## src/hw/smt_pkg.sv

```systemverilog
package smt_pkg;

    // register map
    localparam logic [7:0] SMT_OFS_CFG_A = 8'h14;
    localparam logic [7:0] SMT_OFS_CFG_B = 8'h15;
    localparam logic [7:0] SMT_OFS_CFG_C = 8'h16;
    localparam logic [7:0] SMT_CFG_RESET = 8'h00;
    localparam logic [7:0] SMT_RD_UNMAPPED = 8'h00;

    // field positions
    localparam int SMT_MON_TOL_LSB = 3;
    localparam int SMT_MON_LVL_LSB = 0;
    localparam int SMT_RSVD_LSB = 5;
    localparam int SMT_ANA_TOL_LSB = 6;
    localparam int SMT_ANA_LVL_BIT = 5;
    localparam int SMT_BOOST_TOL_LSB = 6;
    localparam int SMT_BOOST_LVL_LSB = 4;
    localparam int SMT_STEPB_TOL_LSB = 2;
    localparam int SMT_STEPA_TOL_LSB = 0;

    // tolerances in tenths of a percent
    localparam logic [7:0] SMT_TOL_2P0 = 8'h14;
    localparam logic [7:0] SMT_TOL_3P0 = 8'h1E;
    localparam logic [7:0] SMT_TOL_4P0 = 8'h28;
    localparam logic [7:0] SMT_TOL_5P0 = 8'h32;
    localparam logic [7:0] SMT_TOL_6P0 = 8'h3C;
    localparam logic [7:0] SMT_TOL_8P0 = 8'h50;
    localparam logic [7:0] SMT_TOL_10P0 = 8'h64;

    // step-down absolute windows in mV
    localparam logic [6:0] SMT_STEP_TOL_30MV = 7'h1E;
    localparam logic [6:0] SMT_STEP_TOL_50MV = 7'h32;
    localparam logic [6:0] SMT_STEP_TOL_70MV = 7'h46;
    localparam logic [6:0] SMT_STEP_TOL_90MV = 7'h5A;

    // monitor nominal levels in mV
    localparam logic [11:0] SMT_LVL_650MV = 12'h28A;
    localparam logic [11:0] SMT_LVL_800MV = 12'h320;
    localparam logic [11:0] SMT_LVL_1000MV = 12'h3E8;
    localparam logic [11:0] SMT_LVL_1100MV = 12'h44C;
    localparam logic [11:0] SMT_LVL_1200MV = 12'h4B0;
    localparam logic [11:0] SMT_LVL_1300MV = 12'h514;
    localparam logic [11:0] SMT_LVL_1800MV = 12'h708;
    localparam logic [11:0] SMT_LVL_UNDEF = 12'h000;

    // analog supply nominal levels in mV
    localparam logic [12:0] SMT_ANA_3300MV = 13'h0CE4;
    localparam logic [12:0] SMT_ANA_5000MV = 13'h1388;

    function automatic logic [7:0] smt_mon_tol(input logic [1:0] code);
        case (code)
            2'h0: smt_mon_tol = SMT_TOL_2P0;
            2'h1: smt_mon_tol = SMT_TOL_3P0;
            2'h2: smt_mon_tol = SMT_TOL_4P0;
            default: smt_mon_tol = SMT_TOL_6P0;
        endcase
    endfunction : smt_mon_tol

    function automatic logic [11:0] smt_mon_level(input logic [2:0] code);
        case (code)
            3'h0: smt_mon_level = SMT_LVL_650MV;
            3'h1: smt_mon_level = SMT_LVL_800MV;
            3'h2: smt_mon_level = SMT_LVL_1000MV;
            3'h3: smt_mon_level = SMT_LVL_1100MV;
            3'h4: smt_mon_level = SMT_LVL_1200MV;
            3'h5: smt_mon_level = SMT_LVL_1300MV;
            3'h6: smt_mon_level = SMT_LVL_1800MV;
            default: smt_mon_level = SMT_LVL_UNDEF;
        endcase
    endfunction : smt_mon_level

    function automatic logic [6:0] smt_step_tol(input logic [1:0] code);
        case (code)
            2'h0: smt_step_tol = SMT_STEP_TOL_30MV;
            2'h1: smt_step_tol = SMT_STEP_TOL_50MV;
            2'h2: smt_step_tol = SMT_STEP_TOL_70MV;
            default: smt_step_tol = SMT_STEP_TOL_90MV;
        endcase
    endfunction : smt_step_tol

endpackage : smt_pkg

```

## src/hw/smt_mon_decode.sv

```systemverilog
`timescale 1ns/1ns

module smt_mon_decode
    import smt_pkg::*;
(
    input wire logic [1:0] tol_code,
    input wire logic [2:0] level_code,
    output logic [7:0] tolerance,
    output logic [11:0] level,
    output logic div_en
);

    always_comb begin
        tolerance = smt_mon_tol(tol_code);
        level = smt_mon_level(level_code);
        // code 0 keeps the pin high impedance for an external divider
        div_en = (level_code != 3'h0);
    end

endmodule : smt_mon_decode

```

## src/hw/smt_threshold_regs.sv

```systemverilog
`timescale 1ns/1ns

// Function
// - three level registers at 14h, reset zero
// - first monitor tolerance: 2,3,4,6 percent
// - first monitor nominal level codes 0-6
// - nonzero level code enables internal divider
// - analog tolerance: 4,5,10,10 percent
// - analog level bit: 3.3 or 5.0 V
// - second monitor tolerance, same coding
// - second monitor nominal level, same coding
// - boost tolerance: 2,4,6,8 percent
// - second step-down window 30-90 mV
// - first step-down window 30-90 mV
// - mode bit: undervoltage only or both
module smt_threshold_regs
    import smt_pkg::*;
(
    input wire logic clk,
    input wire logic resetn,
    input wire logic ce,
    input wire logic otp_load,
    input wire logic [7:0] otp_cfg_a,
    input wire logic [7:0] otp_cfg_b,
    input wire logic [7:0] otp_cfg_c,
    input wire logic [7:0] reg_addr,
    input wire logic reg_wr_en,
    input wire logic [7:0] reg_wr_data,
    input wire logic reg_rd_en,
    output logic [7:0] reg_rd_data,
    input wire logic window_check_mode,
    output logic [7:0] ext_mon_a_tolerance,
    output logic [11:0] ext_mon_a_level,
    output logic ext_mon_a_div_en,
    output logic [7:0] ext_mon_b_tolerance,
    output logic [11:0] ext_mon_b_level,
    output logic ext_mon_b_div_en,
    output logic [7:0] analog_supply_tolerance,
    output logic [12:0] analog_supply_level,
    output logic [7:0] boost_tolerance,
    output logic [1:0] boost_level_code,
    output logic [6:0] stepdown_a_tolerance,
    output logic [6:0] stepdown_b_tolerance,
    output logic under_check_en,
    output logic over_check_en
);

    // register state
    logic [7:0] cfg_a_ff;
    logic [7:0] cfg_b_ff;
    logic [7:0] cfg_c_ff;
    logic [7:0] rd_data_ff;
    logic [7:0] nxt_cfg_a;
    logic [7:0] nxt_cfg_b;
    logic [7:0] nxt_cfg_c;
    logic [7:0] nxt_rd_data;

    // decoded reference state
    logic [7:0] mon_a_tol_ff;
    logic [11:0] mon_a_lvl_ff;
    logic mon_a_div_ff;
    logic [7:0] mon_b_tol_ff;
    logic [11:0] mon_b_lvl_ff;
    logic mon_b_div_ff;
    logic [7:0] ana_tol_ff;
    logic [12:0] ana_lvl_ff;
    logic [7:0] boost_tol_ff;
    logic [1:0] boost_lvl_ff;
    logic [6:0] step_a_tol_ff;
    logic [6:0] step_b_tol_ff;
    logic over_en_ff;
    logic [7:0] nxt_mon_a_tol;
    logic [11:0] nxt_mon_a_lvl;
    logic nxt_mon_a_div;
    logic [7:0] nxt_mon_b_tol;
    logic [11:0] nxt_mon_b_lvl;
    logic nxt_mon_b_div;
    logic [7:0] nxt_ana_tol;
    logic [12:0] nxt_ana_lvl;
    logic [7:0] nxt_boost_tol;
    logic [1:0] nxt_boost_lvl;
    logic [6:0] nxt_step_a_tol;
    logic [6:0] nxt_step_b_tol;
    logic nxt_over_en;

    logic [7:0] dec_a_tol;
    logic [11:0] dec_a_lvl;
    logic dec_a_div;
    logic [7:0] dec_b_tol;
    logic [11:0] dec_b_lvl;
    logic dec_b_div;

    // register file: otp load beats a host write in the same cycle,
    // so with ce high the programmed defaults always land intact
    always_comb begin
        nxt_cfg_a = cfg_a_ff;
        nxt_cfg_b = cfg_b_ff;
        nxt_cfg_c = cfg_c_ff;
        nxt_rd_data = rd_data_ff;
        if (ce) begin
            if (otp_load) begin
                nxt_cfg_a = otp_cfg_a;
                nxt_cfg_b = otp_cfg_b;
                nxt_cfg_c = otp_cfg_c;
            end else if (reg_wr_en) begin
                case (reg_addr)
                    SMT_OFS_CFG_A: nxt_cfg_a = reg_wr_data;
                    SMT_OFS_CFG_B: nxt_cfg_b = reg_wr_data;
                    SMT_OFS_CFG_C: nxt_cfg_c = reg_wr_data;
                    default: nxt_cfg_a = cfg_a_ff;
                endcase
            end
            if (reg_rd_en) begin
                case (reg_addr)
                    SMT_OFS_CFG_A: nxt_rd_data = cfg_a_ff;
                    SMT_OFS_CFG_B: nxt_rd_data = cfg_b_ff;
                    SMT_OFS_CFG_C: nxt_rd_data = cfg_c_ff;
                    default: nxt_rd_data = SMT_RD_UNMAPPED;
                endcase
            end
        end
    end

    always_ff @(posedge clk or negedge resetn) begin
        if (!resetn) begin
            cfg_a_ff <= SMT_CFG_RESET;
            cfg_b_ff <= SMT_CFG_RESET;
            cfg_c_ff <= SMT_CFG_RESET;
            rd_data_ff <= SMT_RD_UNMAPPED;
        end else begin
            cfg_a_ff <= nxt_cfg_a;
            cfg_b_ff <= nxt_cfg_b;
            cfg_c_ff <= nxt_cfg_c;
            rd_data_ff <= nxt_rd_data;
        end
    end

    smt_mon_decode u_mon_a (
        .tol_code(cfg_a_ff[SMT_MON_TOL_LSB +: 2]),
        .level_code(cfg_a_ff[SMT_MON_LVL_LSB +: 3]),
        .tolerance(dec_a_tol),
        .level(dec_a_lvl),
        .div_en(dec_a_div)
    );

    smt_mon_decode u_mon_b (
        .tol_code(cfg_b_ff[SMT_MON_TOL_LSB +: 2]),
        .level_code(cfg_b_ff[SMT_MON_LVL_LSB +: 3]),
        .tolerance(dec_b_tol),
        .level(dec_b_lvl),
        .div_en(dec_b_div)
    );

    // references are registered: one extra cycle of latency buys
    // glitch-free comparator inputs while a field is rewritten
    always_comb begin
        nxt_mon_a_tol = mon_a_tol_ff;
        nxt_mon_a_lvl = mon_a_lvl_ff;
        nxt_mon_a_div = mon_a_div_ff;
        nxt_mon_b_tol = mon_b_tol_ff;
        nxt_mon_b_lvl = mon_b_lvl_ff;
        nxt_mon_b_div = mon_b_div_ff;
        nxt_ana_tol = ana_tol_ff;
        nxt_ana_lvl = ana_lvl_ff;
        nxt_boost_tol = boost_tol_ff;
        nxt_boost_lvl = boost_lvl_ff;
        nxt_step_a_tol = step_a_tol_ff;
        nxt_step_b_tol = step_b_tol_ff;
        nxt_over_en = over_en_ff;
        if (ce) begin
            nxt_mon_a_tol = dec_a_tol;
            nxt_mon_a_lvl = dec_a_lvl;
            nxt_mon_a_div = dec_a_div;
            nxt_mon_b_tol = dec_b_tol;
            nxt_mon_b_lvl = dec_b_lvl;
            nxt_mon_b_div = dec_b_div;
            case (cfg_b_ff[SMT_ANA_TOL_LSB +: 2])
                2'h0: nxt_ana_tol = SMT_TOL_4P0;
                2'h1: nxt_ana_tol = SMT_TOL_5P0;
                default: nxt_ana_tol = SMT_TOL_10P0;
            endcase
            nxt_ana_lvl = cfg_b_ff[SMT_ANA_LVL_BIT] ? SMT_ANA_5000MV : SMT_ANA_3300MV;
            case (cfg_c_ff[SMT_BOOST_TOL_LSB +: 2])
                2'h0: nxt_boost_tol = SMT_TOL_2P0;
                2'h1: nxt_boost_tol = SMT_TOL_4P0;
                2'h2: nxt_boost_tol = SMT_TOL_6P0;
                default: nxt_boost_tol = SMT_TOL_8P0;
            endcase
            // meaning of the boost code is left to the comparator side
            nxt_boost_lvl = cfg_c_ff[SMT_BOOST_LVL_LSB +: 2];
            nxt_step_b_tol = smt_step_tol(cfg_c_ff[SMT_STEPB_TOL_LSB +: 2]);
            nxt_step_a_tol = smt_step_tol(cfg_c_ff[SMT_STEPA_TOL_LSB +: 2]);
            nxt_over_en = window_check_mode;
        end
    end

    always_ff @(posedge clk or negedge resetn) begin
        if (!resetn) begin
            mon_a_tol_ff <= SMT_TOL_2P0;
            mon_a_lvl_ff <= SMT_LVL_650MV;
            mon_a_div_ff <= 1'h0;
            mon_b_tol_ff <= SMT_TOL_2P0;
            mon_b_lvl_ff <= SMT_LVL_650MV;
            mon_b_div_ff <= 1'h0;
            ana_tol_ff <= SMT_TOL_4P0;
            ana_lvl_ff <= SMT_ANA_3300MV;
            boost_tol_ff <= SMT_TOL_2P0;
            boost_lvl_ff <= 2'h0;
            step_a_tol_ff <= SMT_STEP_TOL_30MV;
            step_b_tol_ff <= SMT_STEP_TOL_30MV;
            over_en_ff <= 1'h0;
        end else begin
            mon_a_tol_ff <= nxt_mon_a_tol;
            mon_a_lvl_ff <= nxt_mon_a_lvl;
            mon_a_div_ff <= nxt_mon_a_div;
            mon_b_tol_ff <= nxt_mon_b_tol;
            mon_b_lvl_ff <= nxt_mon_b_lvl;
            mon_b_div_ff <= nxt_mon_b_div;
            ana_tol_ff <= nxt_ana_tol;
            ana_lvl_ff <= nxt_ana_lvl;
            boost_tol_ff <= nxt_boost_tol;
            boost_lvl_ff <= nxt_boost_lvl;
            step_a_tol_ff <= nxt_step_a_tol;
            step_b_tol_ff <= nxt_step_b_tol;
            over_en_ff <= nxt_over_en;
        end
    end

    assign reg_rd_data = rd_data_ff;
    assign ext_mon_a_tolerance = mon_a_tol_ff;
    assign ext_mon_a_level = mon_a_lvl_ff;
    assign ext_mon_a_div_en = mon_a_div_ff;
    assign ext_mon_b_tolerance = mon_b_tol_ff;
    assign ext_mon_b_level = mon_b_lvl_ff;
    assign ext_mon_b_div_en = mon_b_div_ff;
    assign analog_supply_tolerance = ana_tol_ff;
    assign analog_supply_level = ana_lvl_ff;
    assign boost_tolerance = boost_tol_ff;
    assign boost_level_code = boost_lvl_ff;
    assign stepdown_a_tolerance = step_a_tol_ff;
    assign stepdown_b_tolerance = step_b_tol_ff;
    // undervoltage is always checked; overvoltage only in window mode
    assign under_check_en = 1'h1;
    assign over_check_en = over_en_ff;
endmodule : smt_threshold_regs

```

## config.mk

```make
export PLATFORM = sky130hd
export DESIGN_NAME = smt_threshold_regs
export DESIGN_NICKNAME = d
export VERILOG_FILES = /design/src/hw/smt_pkg.sv /design/src/hw/smt_mon_decode.sv /design/src/hw/smt_threshold_regs.sv
export SDC_FILE = /design/constraint.sdc
export NUM_CORES = 1
export LEC_CHECK = 0
export ABC_CLOCK_PERIOD_IN_PS = 1800
export BUFFER_PORTS_ARGS = -buffer_cell sky130_fd_sc_hd__buf_2
export CORE_MARGIN = 10
export CORE_UTILIZATION = 52
export DETAILED_ROUTE_END_ITERATION = 6
export GPL_ROUTABILITY_DRIVEN = 0
export PLACE_DENSITY_LB_ADDON = 0.25
export SYNTH_ARGS = -nofsm -noshare
export SYNTH_HDL_FRONTEND = slang
export SYNTH_SLANG_ARGS = --single-unit
```

## constraint.sdc

```tcl
create_clock -name clk -period 1.8 [get_ports clk]
set_clock_uncertainty 0.15 [all_clocks]
set_input_delay 0.18 -clock clk [delete_from_list [all_inputs] [get_ports clk]]
set_output_delay 0.18 -clock clk [all_outputs]
set_load 0.005 [all_outputs]
```

* After elaboration in Yosys (flattened, before gate mapping) *
Cells that the tools add are included.

storage, ports and cells
  bits in registers = 120
  input port bits = 47
  output and inout port bits = 97

operators by class
  eq/ne operators = 26
  mux-type cells = 19
  reduce and logical (&&, ||, !) cells = 18

operator list
  cell                  count
  $pmux W11 S7          2
  $mux W8               9
  $pmux W7 S3           3
  $pmux W6 S3           2
  $eq A8 B5 Y1 const B  3
  $pmux W8 S3           1
  $eq A3 B3 Y1 const B  6
  $pmux W7 S2           1
  $mux W13              1
  $eq A2 B1 Y1 const B  6
  $eq A3 B2 Y1 const B  4
  $logic_not A2 Y1      6
  $eq A2 B2 Y1 const B  5
  $reduce_and A3 Y1     3
  $reduce_bool A2 Y1    4
  $eq A3 B1 Y1 const B  2
  $logic_not A3 Y1      2
  $reduce_bool A3 Y1    2
  $reduce_and A2 Y1     1

* Depth between registers and ports, before layout *
Gate-level depths: netlist of run 1.

  depth in word-level cells = 4
  gate-level depth with buffers = 5

* Cells and area by module *
A second synthesis of run 1 with hierarchy kept.

unflattened totals
  cells, all modules = 480
  area total of the unflattened synthesis = 5460.2 um^2

modules (own cells, without submodules)
  module              times used  cells each  area each (um^2)
  smt_threshold_regs  1           422         5054.8
  smt_mon_decode      2           29          202.7

* Least setup slack after synthesis of run 1 *
OpenSTA, ideal clock, no wires.

  kind = flip-flop to flip-flop
  from = register cfg_b_ff[0]
  to = register mon_b_lvl_ff[10] (netlist: ext_mon_b_level[10])
  setup time = 0.128 ns
  arrival = 1.233 ns
  data required time = 1.522 ns
  setup slack = 0.289 ns
  stages on the path, launching flop included = 6
  path through = dfrtp_1 inv_1 ha_1 nor3_1 a21oi_1 mux2_1

on the way
  longest elaborated chain between the ends = 2

ends and longest elaborated chain
  element                                     line                       text
  from (decl)                                 smt_threshold_regs.sv:50   logic [7:0] cfg_b_ff;
  from (signal assigned)                      smt_threshold_regs.sv:132  cfg_b_ff <= nxt_cfg_b;
  $eq A3 B3 Y1, or another cell as far along  smt_pkg.sv:60              case (code)
  $pmux W11 S7 *                              smt_pkg.sv:60
  to (signal assigned)                        smt_threshold_regs.sv:217  mon_b_lvl_ff <= nxt_mon_b_lvl;
  to (decl)                                   smt_threshold_regs.sv:63   logic [11:0] mon_b_lvl_ff;

Every way passes the cells marked *; elsewhere a longest branch is shown, timed or not.
A chain may end at the register's enable or synchronous reset.

* Worst setup path in the final report of run 1 *
  from = register cfg_a_ff[0]
  to = register mon_a_lvl_ff[10] (netlist: ext_mon_a_level[10])

on the way
  longest elaborated chain between the ends = 2

ends and longest elaborated chain
  element                                     line                       text
  from (decl)                                 smt_threshold_regs.sv:49   logic [7:0] cfg_a_ff;
  from (signal assigned)                      smt_threshold_regs.sv:131  cfg_a_ff <= nxt_cfg_a;
  $eq A3 B3 Y1, or another cell as far along  smt_pkg.sv:60
  $pmux W11 S7 *                              smt_pkg.sv:60
  to (signal assigned)                        smt_threshold_regs.sv:214  mon_a_lvl_ff <= nxt_mon_a_lvl;
  to (decl)                                   smt_threshold_regs.sv:60   logic [11:0] mon_a_lvl_ff;

Marked as above.

==> results of run 1 <==
## synthesized netlist by cell type (11+ instances only)
master    count
a21oi_1      18
a221oi_1     13
and3b_1      13
buf_2        11
buf_4        41
dfrtp_1      64
dfstp_2      20
ha_1         21
inv_1        32
mux2_1       21
mux2i_1      18
nor2_1       40
## worst paths after layout
path | start | cells past startpoint | slack (ns) | endpoint
min | otp_cfg_b[6] | 3 | 0.03 | cfg_b_ff[6]
max in group asynchronous | resetn | 3 | 0.78 | ext_mon_b_level[3]
min reg2reg | ext_mon_b_level[1] | 2 | 0.32 | ext_mon_b_level[1]
max | cfg_a_ff[0] | 5 | 0.14 | ext_mon_a_level[10]
max reg2reg | cfg_a_ff[0] | 5 | 0.14 | ext_mon_a_level[10]
min in group asynchronous | resetn | 2 | 0.11 | over_check_en
## worst max-delay path, delay by kind of cell (launching register included)
family | cells | cell delay (ns)
DFF | 1 | 0.44
buffers and inverters | 1 | 0.11
muxes | 1 | 0.30
AOI/OAI and AO/OA | 1 | 0.09
and+or+nand+nor | 1 | 0.20
adders and majority gates | 1 | 0.27
## per-stage QoR
stage	hold slack (ns)	utilization, %	cells	area (sq um)
floorplan	-0.266	-	458	4740
global placement	-0.0378	59.3	635	5170
detailed placement	-0.0382	59.3	635	5170
CTS	0.0295	62.6	658	5460
global route	0.0308	62.6	658	5460
finish	0.0264	62.6	658	5460
## metal layers
layer	wire, microns	share of wire (%)
met5	0	0
met3	1060	8.8
met4	181	1.5
met1	4930	41
met2	5870	49
## power groups by stage
| stage | clock network, mW | logic, mW | registers, mW |
|---|---|---|---|
| final | 1.48 | 1.08 | 2.41 |
| after global routing | 1.59 | 1.23 | 2.46 |
| after CTS | 1.50 | 1.10 | 2.42 |
| after detailed placement | 0 | 1.09 | 2.45 |
| after global placement | 0 | 1.06 | 2.43 |
| after floorplan | 0 | 0.678 | 2.42 |
## logic make-up (layout without fill, tap and decap cells)
family	count (synthesis)	after routing	share of synthesized area, %
other cells	2	25	0.161
mux	39	39	8.96
fa+ha+maj	21	21	5.65
simple gates	96	96	12.5
buf+inv	95	187	11.4
compound gates	98	98	15.6
flops	84	84	45.7
## layout make-up
type,count,area (sq um)
fillers,731,3260
flip-flops and latches,84,2130
multi-input cells,279,2080
repair buffers,139,783
well taps,108,135
clock buffers,9,124
inverters,32,120
clock inverters,7,91.3
## state kept, by name, summed over array words and instances, names as in the netlist
| register | cells |
|---|---|
| stepdown_a_tolerance | 5 |
| over_check_en | 1 |
| cfg_c_ff | 8 |
| cfg_b_ff | 8 |
| reg_rd_data | 8 |
| ext_mon_a_div_en | 1 |
| ext_mon_a_tolerance | 4 |
| analog_supply_level | 2 |
| ext_mon_b_level | 10 |
| cfg_a_ff | 8 |
| ext_mon_a_level | 10 |
| analog_supply_tolerance | 3 |
| boost_tolerance | 4 |
| ext_mon_b_div_en | 1 |
| boost_level_code | 2 |
| stepdown_b_tolerance | 5 |
| ext_mon_b_tolerance | 4 |
## layout by cell type, fill, tap and decap left out, types with 5 or more instances in the layout
master and n:
a21oi_1 18, a221oi_1 13, a22o_1 8, a311oi_1 8
a31oi_1 8, and3b_1 13, buf_2 116, buf_4 15
clkbuf_8 9, conb_1 25, dfrtp_1 64, dfstp_2 20
dlygate4sd3_1 7, ha_1 21, inv_1 32, mux2_1 21
mux2i_1 18, nand3b_1 6, nor2_1 40, o21ai_0 6
o21ai_1 6, o2bb2ai_1 8, or2_2 5
## what timing repair did
item / 4_1_cts / 5_1_grt
hold buffers: 7 / 0
hold endpoints to repair: 73 / 0
endpoints found under the setup margin: 0 / 0
==> results.ini, run 1 <==
[critical_path]
crit_chain = inv_1 -> ha_1 -> nor3_1 -> a21oi_1 -> mux2_1
crit_fanout = 5
cpPeakStageDelay_ns = 0.44
criticalPathCategory = reg2reg
critPathSlowestCell = dfrtp_1
start_kind = flip-flop
cp_data_required_time_ns = 1.89
worstPathArrival_ns = 1.75
endpoint_kind = flip-flop

[place]
port-buffer-count = 118
pre_cts_slack_ns = 0.151
hpwl_microns = 9370

[global_routing]
use_met3_pct = 5.77
grt_pass1_wl_microns = 19500
antenna_found_initial = 0
use_met2_pct = 29.6
grt_pass1_vias = 3818
grt_util_all_layers_pct = 18.3
grtUsageMet1_pct = 22.3
grt-ovfl-total = 0
grt_max_degree = 69
grt.busiest_layer = met2

[drt]
first_pass_iters = 4
viasPerCell = 5.52
routedWlPerCell_microns = 18.3
first_iter_violations = 184
detail-route-antenna-nets = 0
drc = 0
routed_wl_microns = 12000
vias = 3634

[sta]
finalHoldViolCount = 0
max_slew.worst_pin.slew_ns = 0.656
period_needed_ns = 1.66
setup_violations = 0
drv_slew = 0
fin_tns_setup_ns = 0
rsz0062_at_grt = no
fin_crit_sh_pct = 92.2
fmax_mhz = 603
slew_headroom_pct = 56.3
fin_ws_ns = 0.141

[pwr]
power_density_nw_per_um2 = 912
p_leak_nw = 2.70
netSwitchingPower_mw = 1.48
sw_frac_of_total_pct = 29.7
power.share.clock_pct = 29.8
power_mw = 4.98
comb_power_share_pct = 21.7
p_seq_share_pct = 48.5
internal_power_mw = 3.50
peakVddDrop_v = 0.000507

[floorplan]
die_h_microns = 115
core_area_sq_um = 8720
die_w_microns = 115
num_rows = 34
io_pins = 144
dieArea_sq_um = 13100
initial_core_util_pct = 53.3

[yosys]
ys_seq_area_share_pct = 45.7
syn_area_per_cell_sq_um = 10.7
syn_area_sq_um = 4650
postSynthCellCount = 435
synth_cell_type_count = 54
ys_ff_latch = 84
synthArstFlopShare_pct = 100
yosysWarnings = 0
yosysTopAreaCellShare_pct = 34.4
synth_area_leaders = dfrtp_1 (34%), dfstp_2 (11%), buf_4 (6.6%), ha_1 (5.6%), mux2_1 (5.1%)
synth_edf_count = 0
post-synth-top-area-cell = dfrtp_1
synth_ff_type = dfrtp_1

[clock_network]
cts_root_buffer = clkbuf_8
clkSinkCount = 84
cts_resized = 0
cts_tree = built
cts_setup_buffers = 0
path_clk_slew_ns = 0.09
clock_path_buffers = 2
insertion_delay_ns = 0.35
numCtsBuffers = 9
cts_max_level = 3

[worst_hold_path]
hold_class = in2reg

[final_layout]
diodes = 0
area_growth_pct = 17.4
drive_above_1_share_pct = 32.4
layout.nets = 613

[outcome]
status = complete, no violations

[flow_run]
drv_cap = 0

No activity file was read; power rests on OpenSTA's default activity.
==> run 2: changes to the inputs <==
REMOVE_ABC_BUFFERS = 1   (was default)
==> results.ini, run 2 (same netlist as run 1, synthesis figures left out) <==
[critical_path]
crit_fanout = 5
cp-endpoint = ext_mon_b_level[10]
r2r_slack_ns = 0.09
endpoint_kind = flip-flop
cpPeakStageDelay_ns = 0.44
worstRegToRegCells = 5
criticalPathCategory = reg2reg
critPathSlowestCell = dfrtp_1
regToRegStartpoint = cfg_b_ff[0]
critPathLaunch = cfg_b_ff[0]
r2r-end = ext_mon_b_level[10]
cp_data_required_time_ns = 1.90
worstPathArrival_ns = 1.81
start_kind = flip-flop
crit_chain = inv_1 -> ha_1 -> nor3_1 -> a21oi_1 -> mux2_1

[clock_network]
cts_tree = built
cts_resized = 0
clock_path_buffers = 2
numCtsBuffers = 9
insertion_delay_ns = 0.36
cts_max_level = 3
path_clk_slew_ns = 0.09
cts_setup_buffers = 0
clkSinkCount = 84
cts_root_buffer = clkbuf_8

[global_routing]
grt_pass1_vias = 3785
antenna_found_initial = 0
grt_util_all_layers_pct = 17.8
grt_max_degree = 89
grt-ovfl-total = 0
grt_pass1_wl_microns = 19100

[drt]
viasPerCell = 5.59
routed_wl_microns = 12000
first_iter_violations = 171
first_pass_iters = 4
routedWlPerCell_microns = 18.2
vias = 3674
drc = 0
detail-route-antenna-nets = 0

[sta]
drv_slew = 0
rsz0062_at_grt = no
finalHoldViolCount = 0
max_slew.worst_pin.slew_ns = 0.590
setup_violations = 0
fmax_mhz = 584
fin_tns_setup_ns = 0
slew_headroom_pct = 60.6
fin_crit_sh_pct = 95.1
period_needed_ns = 1.71

[floorplan]
dieArea_sq_um = 13100
die_w_microns = 115
io_pins = 144
num_rows = 34
core_area_sq_um = 8720
die_h_microns = 115
initial_core_util_pct = 53.3

[final_layout]
layout_common_cells = buf_2 (116), dfrtp_1 (64), nor2_1 (40)
stdcell_area_sq_um = 5460
layout.nets = 612
register_area_sq_um = 2130
layout_commonest_cell = buf_2
area_growth_pct = 17.3
fillers = 733
diodes = 0
fin_cells = 657
multi_input_area_sq_um = 2080
drive_above_1_share_pct = 31.9

[flow_run]
drv_cap = 0

[place]
dp.cells = 634
place_area_sq_um = 5190
hpwl_microns = 9040
port-buffer-count = 118

[worst_hold_path]
hold_class = in2reg

[pwr]
p_leak_nw = 2.69
power_density_nw_per_um2 = 890
peakVddDrop_v = 0.000379

[outcome]
status = complete, no violations

-- run 2: changes by cell type in the layout (fill, tap and decap cells not counted), sizes merged --
cell	delta
bufinv	-1
buf	-1
clkbuf	+3
clkinv	-3
clkinvlp	+1
-- run 2: area by class of cell --
cell class                      instances  area share, %
Multi-Input combinational cell        279           38.1
Sequential cell                        84           39.0
Clock buffer                           12           2.66
Inverter                               32           2.20
Timing Repair Buffer                  138           14.7
Tap cell                              108           2.48
Clock inverter                          4          0.917
-- run 2: what timing repair did --
| action | in CTS | in global routing |
|---|---|---|
| hold buffers | 7 | 0 |
| setup endpoints to repair | 0 | 0 |
| hold endpoints to repair | 30 | 0 |
-- run 2: how the worst min path moves through the flow --
stage	from	end	slack [ns]	depth (start not counted)
4_1_cts	otp_cfg_a[7]	cfg_a_ff[7]	0.01	3
2_1_floorplan	resetn	analog_supply_level[9]	-0.27	0
3_3_place_gp	resetn	over_check_en	0.04	1
3_5_place_dp	resetn	over_check_en	0.04	1
6_report	otp_cfg_a[7]	cfg_a_ff[7]	0.02	3
5_1_grt	otp_cfg_a[7]	cfg_a_ff[7]	0.02	3
-- run 2: critical path: cells and delay by family, from the launching register on --
kind / cells / cell delay (ns)
adder cells (fa/ha/maj): 1 / 0.26
buffers and inverters: 1 / 0.11
multiplexers: 1 / 0.30
flip-flops: 1 / 0.44
AO/OA/AOI/OAI: 1 / 0.10
AND/OR/NAND/NOR: 1 / 0.24
-- run 2: metal layers --
metal  vias up  GRT usage, %  part of all wire [%]
met5         -             0                     0
met4         0          4.85                   1.4
met3        21          5.14                    10
met2       168          28.5                    45
met1      1775          23.0                    43
li1       1710             -                     -
-- run 2: report_power, final --
group	internal [mW]	switching (mW)	leakage [nW]
combinational	0.521	0.566	1.62
clock	0.679	0.687	0.0926
sequential	2.20	0.199	0.978
-- run 2: metrics by stage --
| stage | util (%) | setup WS [ns] | hold slack, ns | total power, mW |
|---|---|---|---|---|
| after floorplan | - | 0.293 | -0.266 | 2.93 |
| after global routing | 62.6 | 0.00473 | 0.0194 | 5.12 |
| final | 62.6 | 0.0886 | 0.0195 | 4.86 |
| after detailed placement | 59.5 | 0.117 | 0.0434 | 3.53 |
| after CTS | 62.6 | 0.105 | 0.0111 | 4.90 |
| after global placement | 59.5 | 0.211 | 0.0351 | 3.49 |
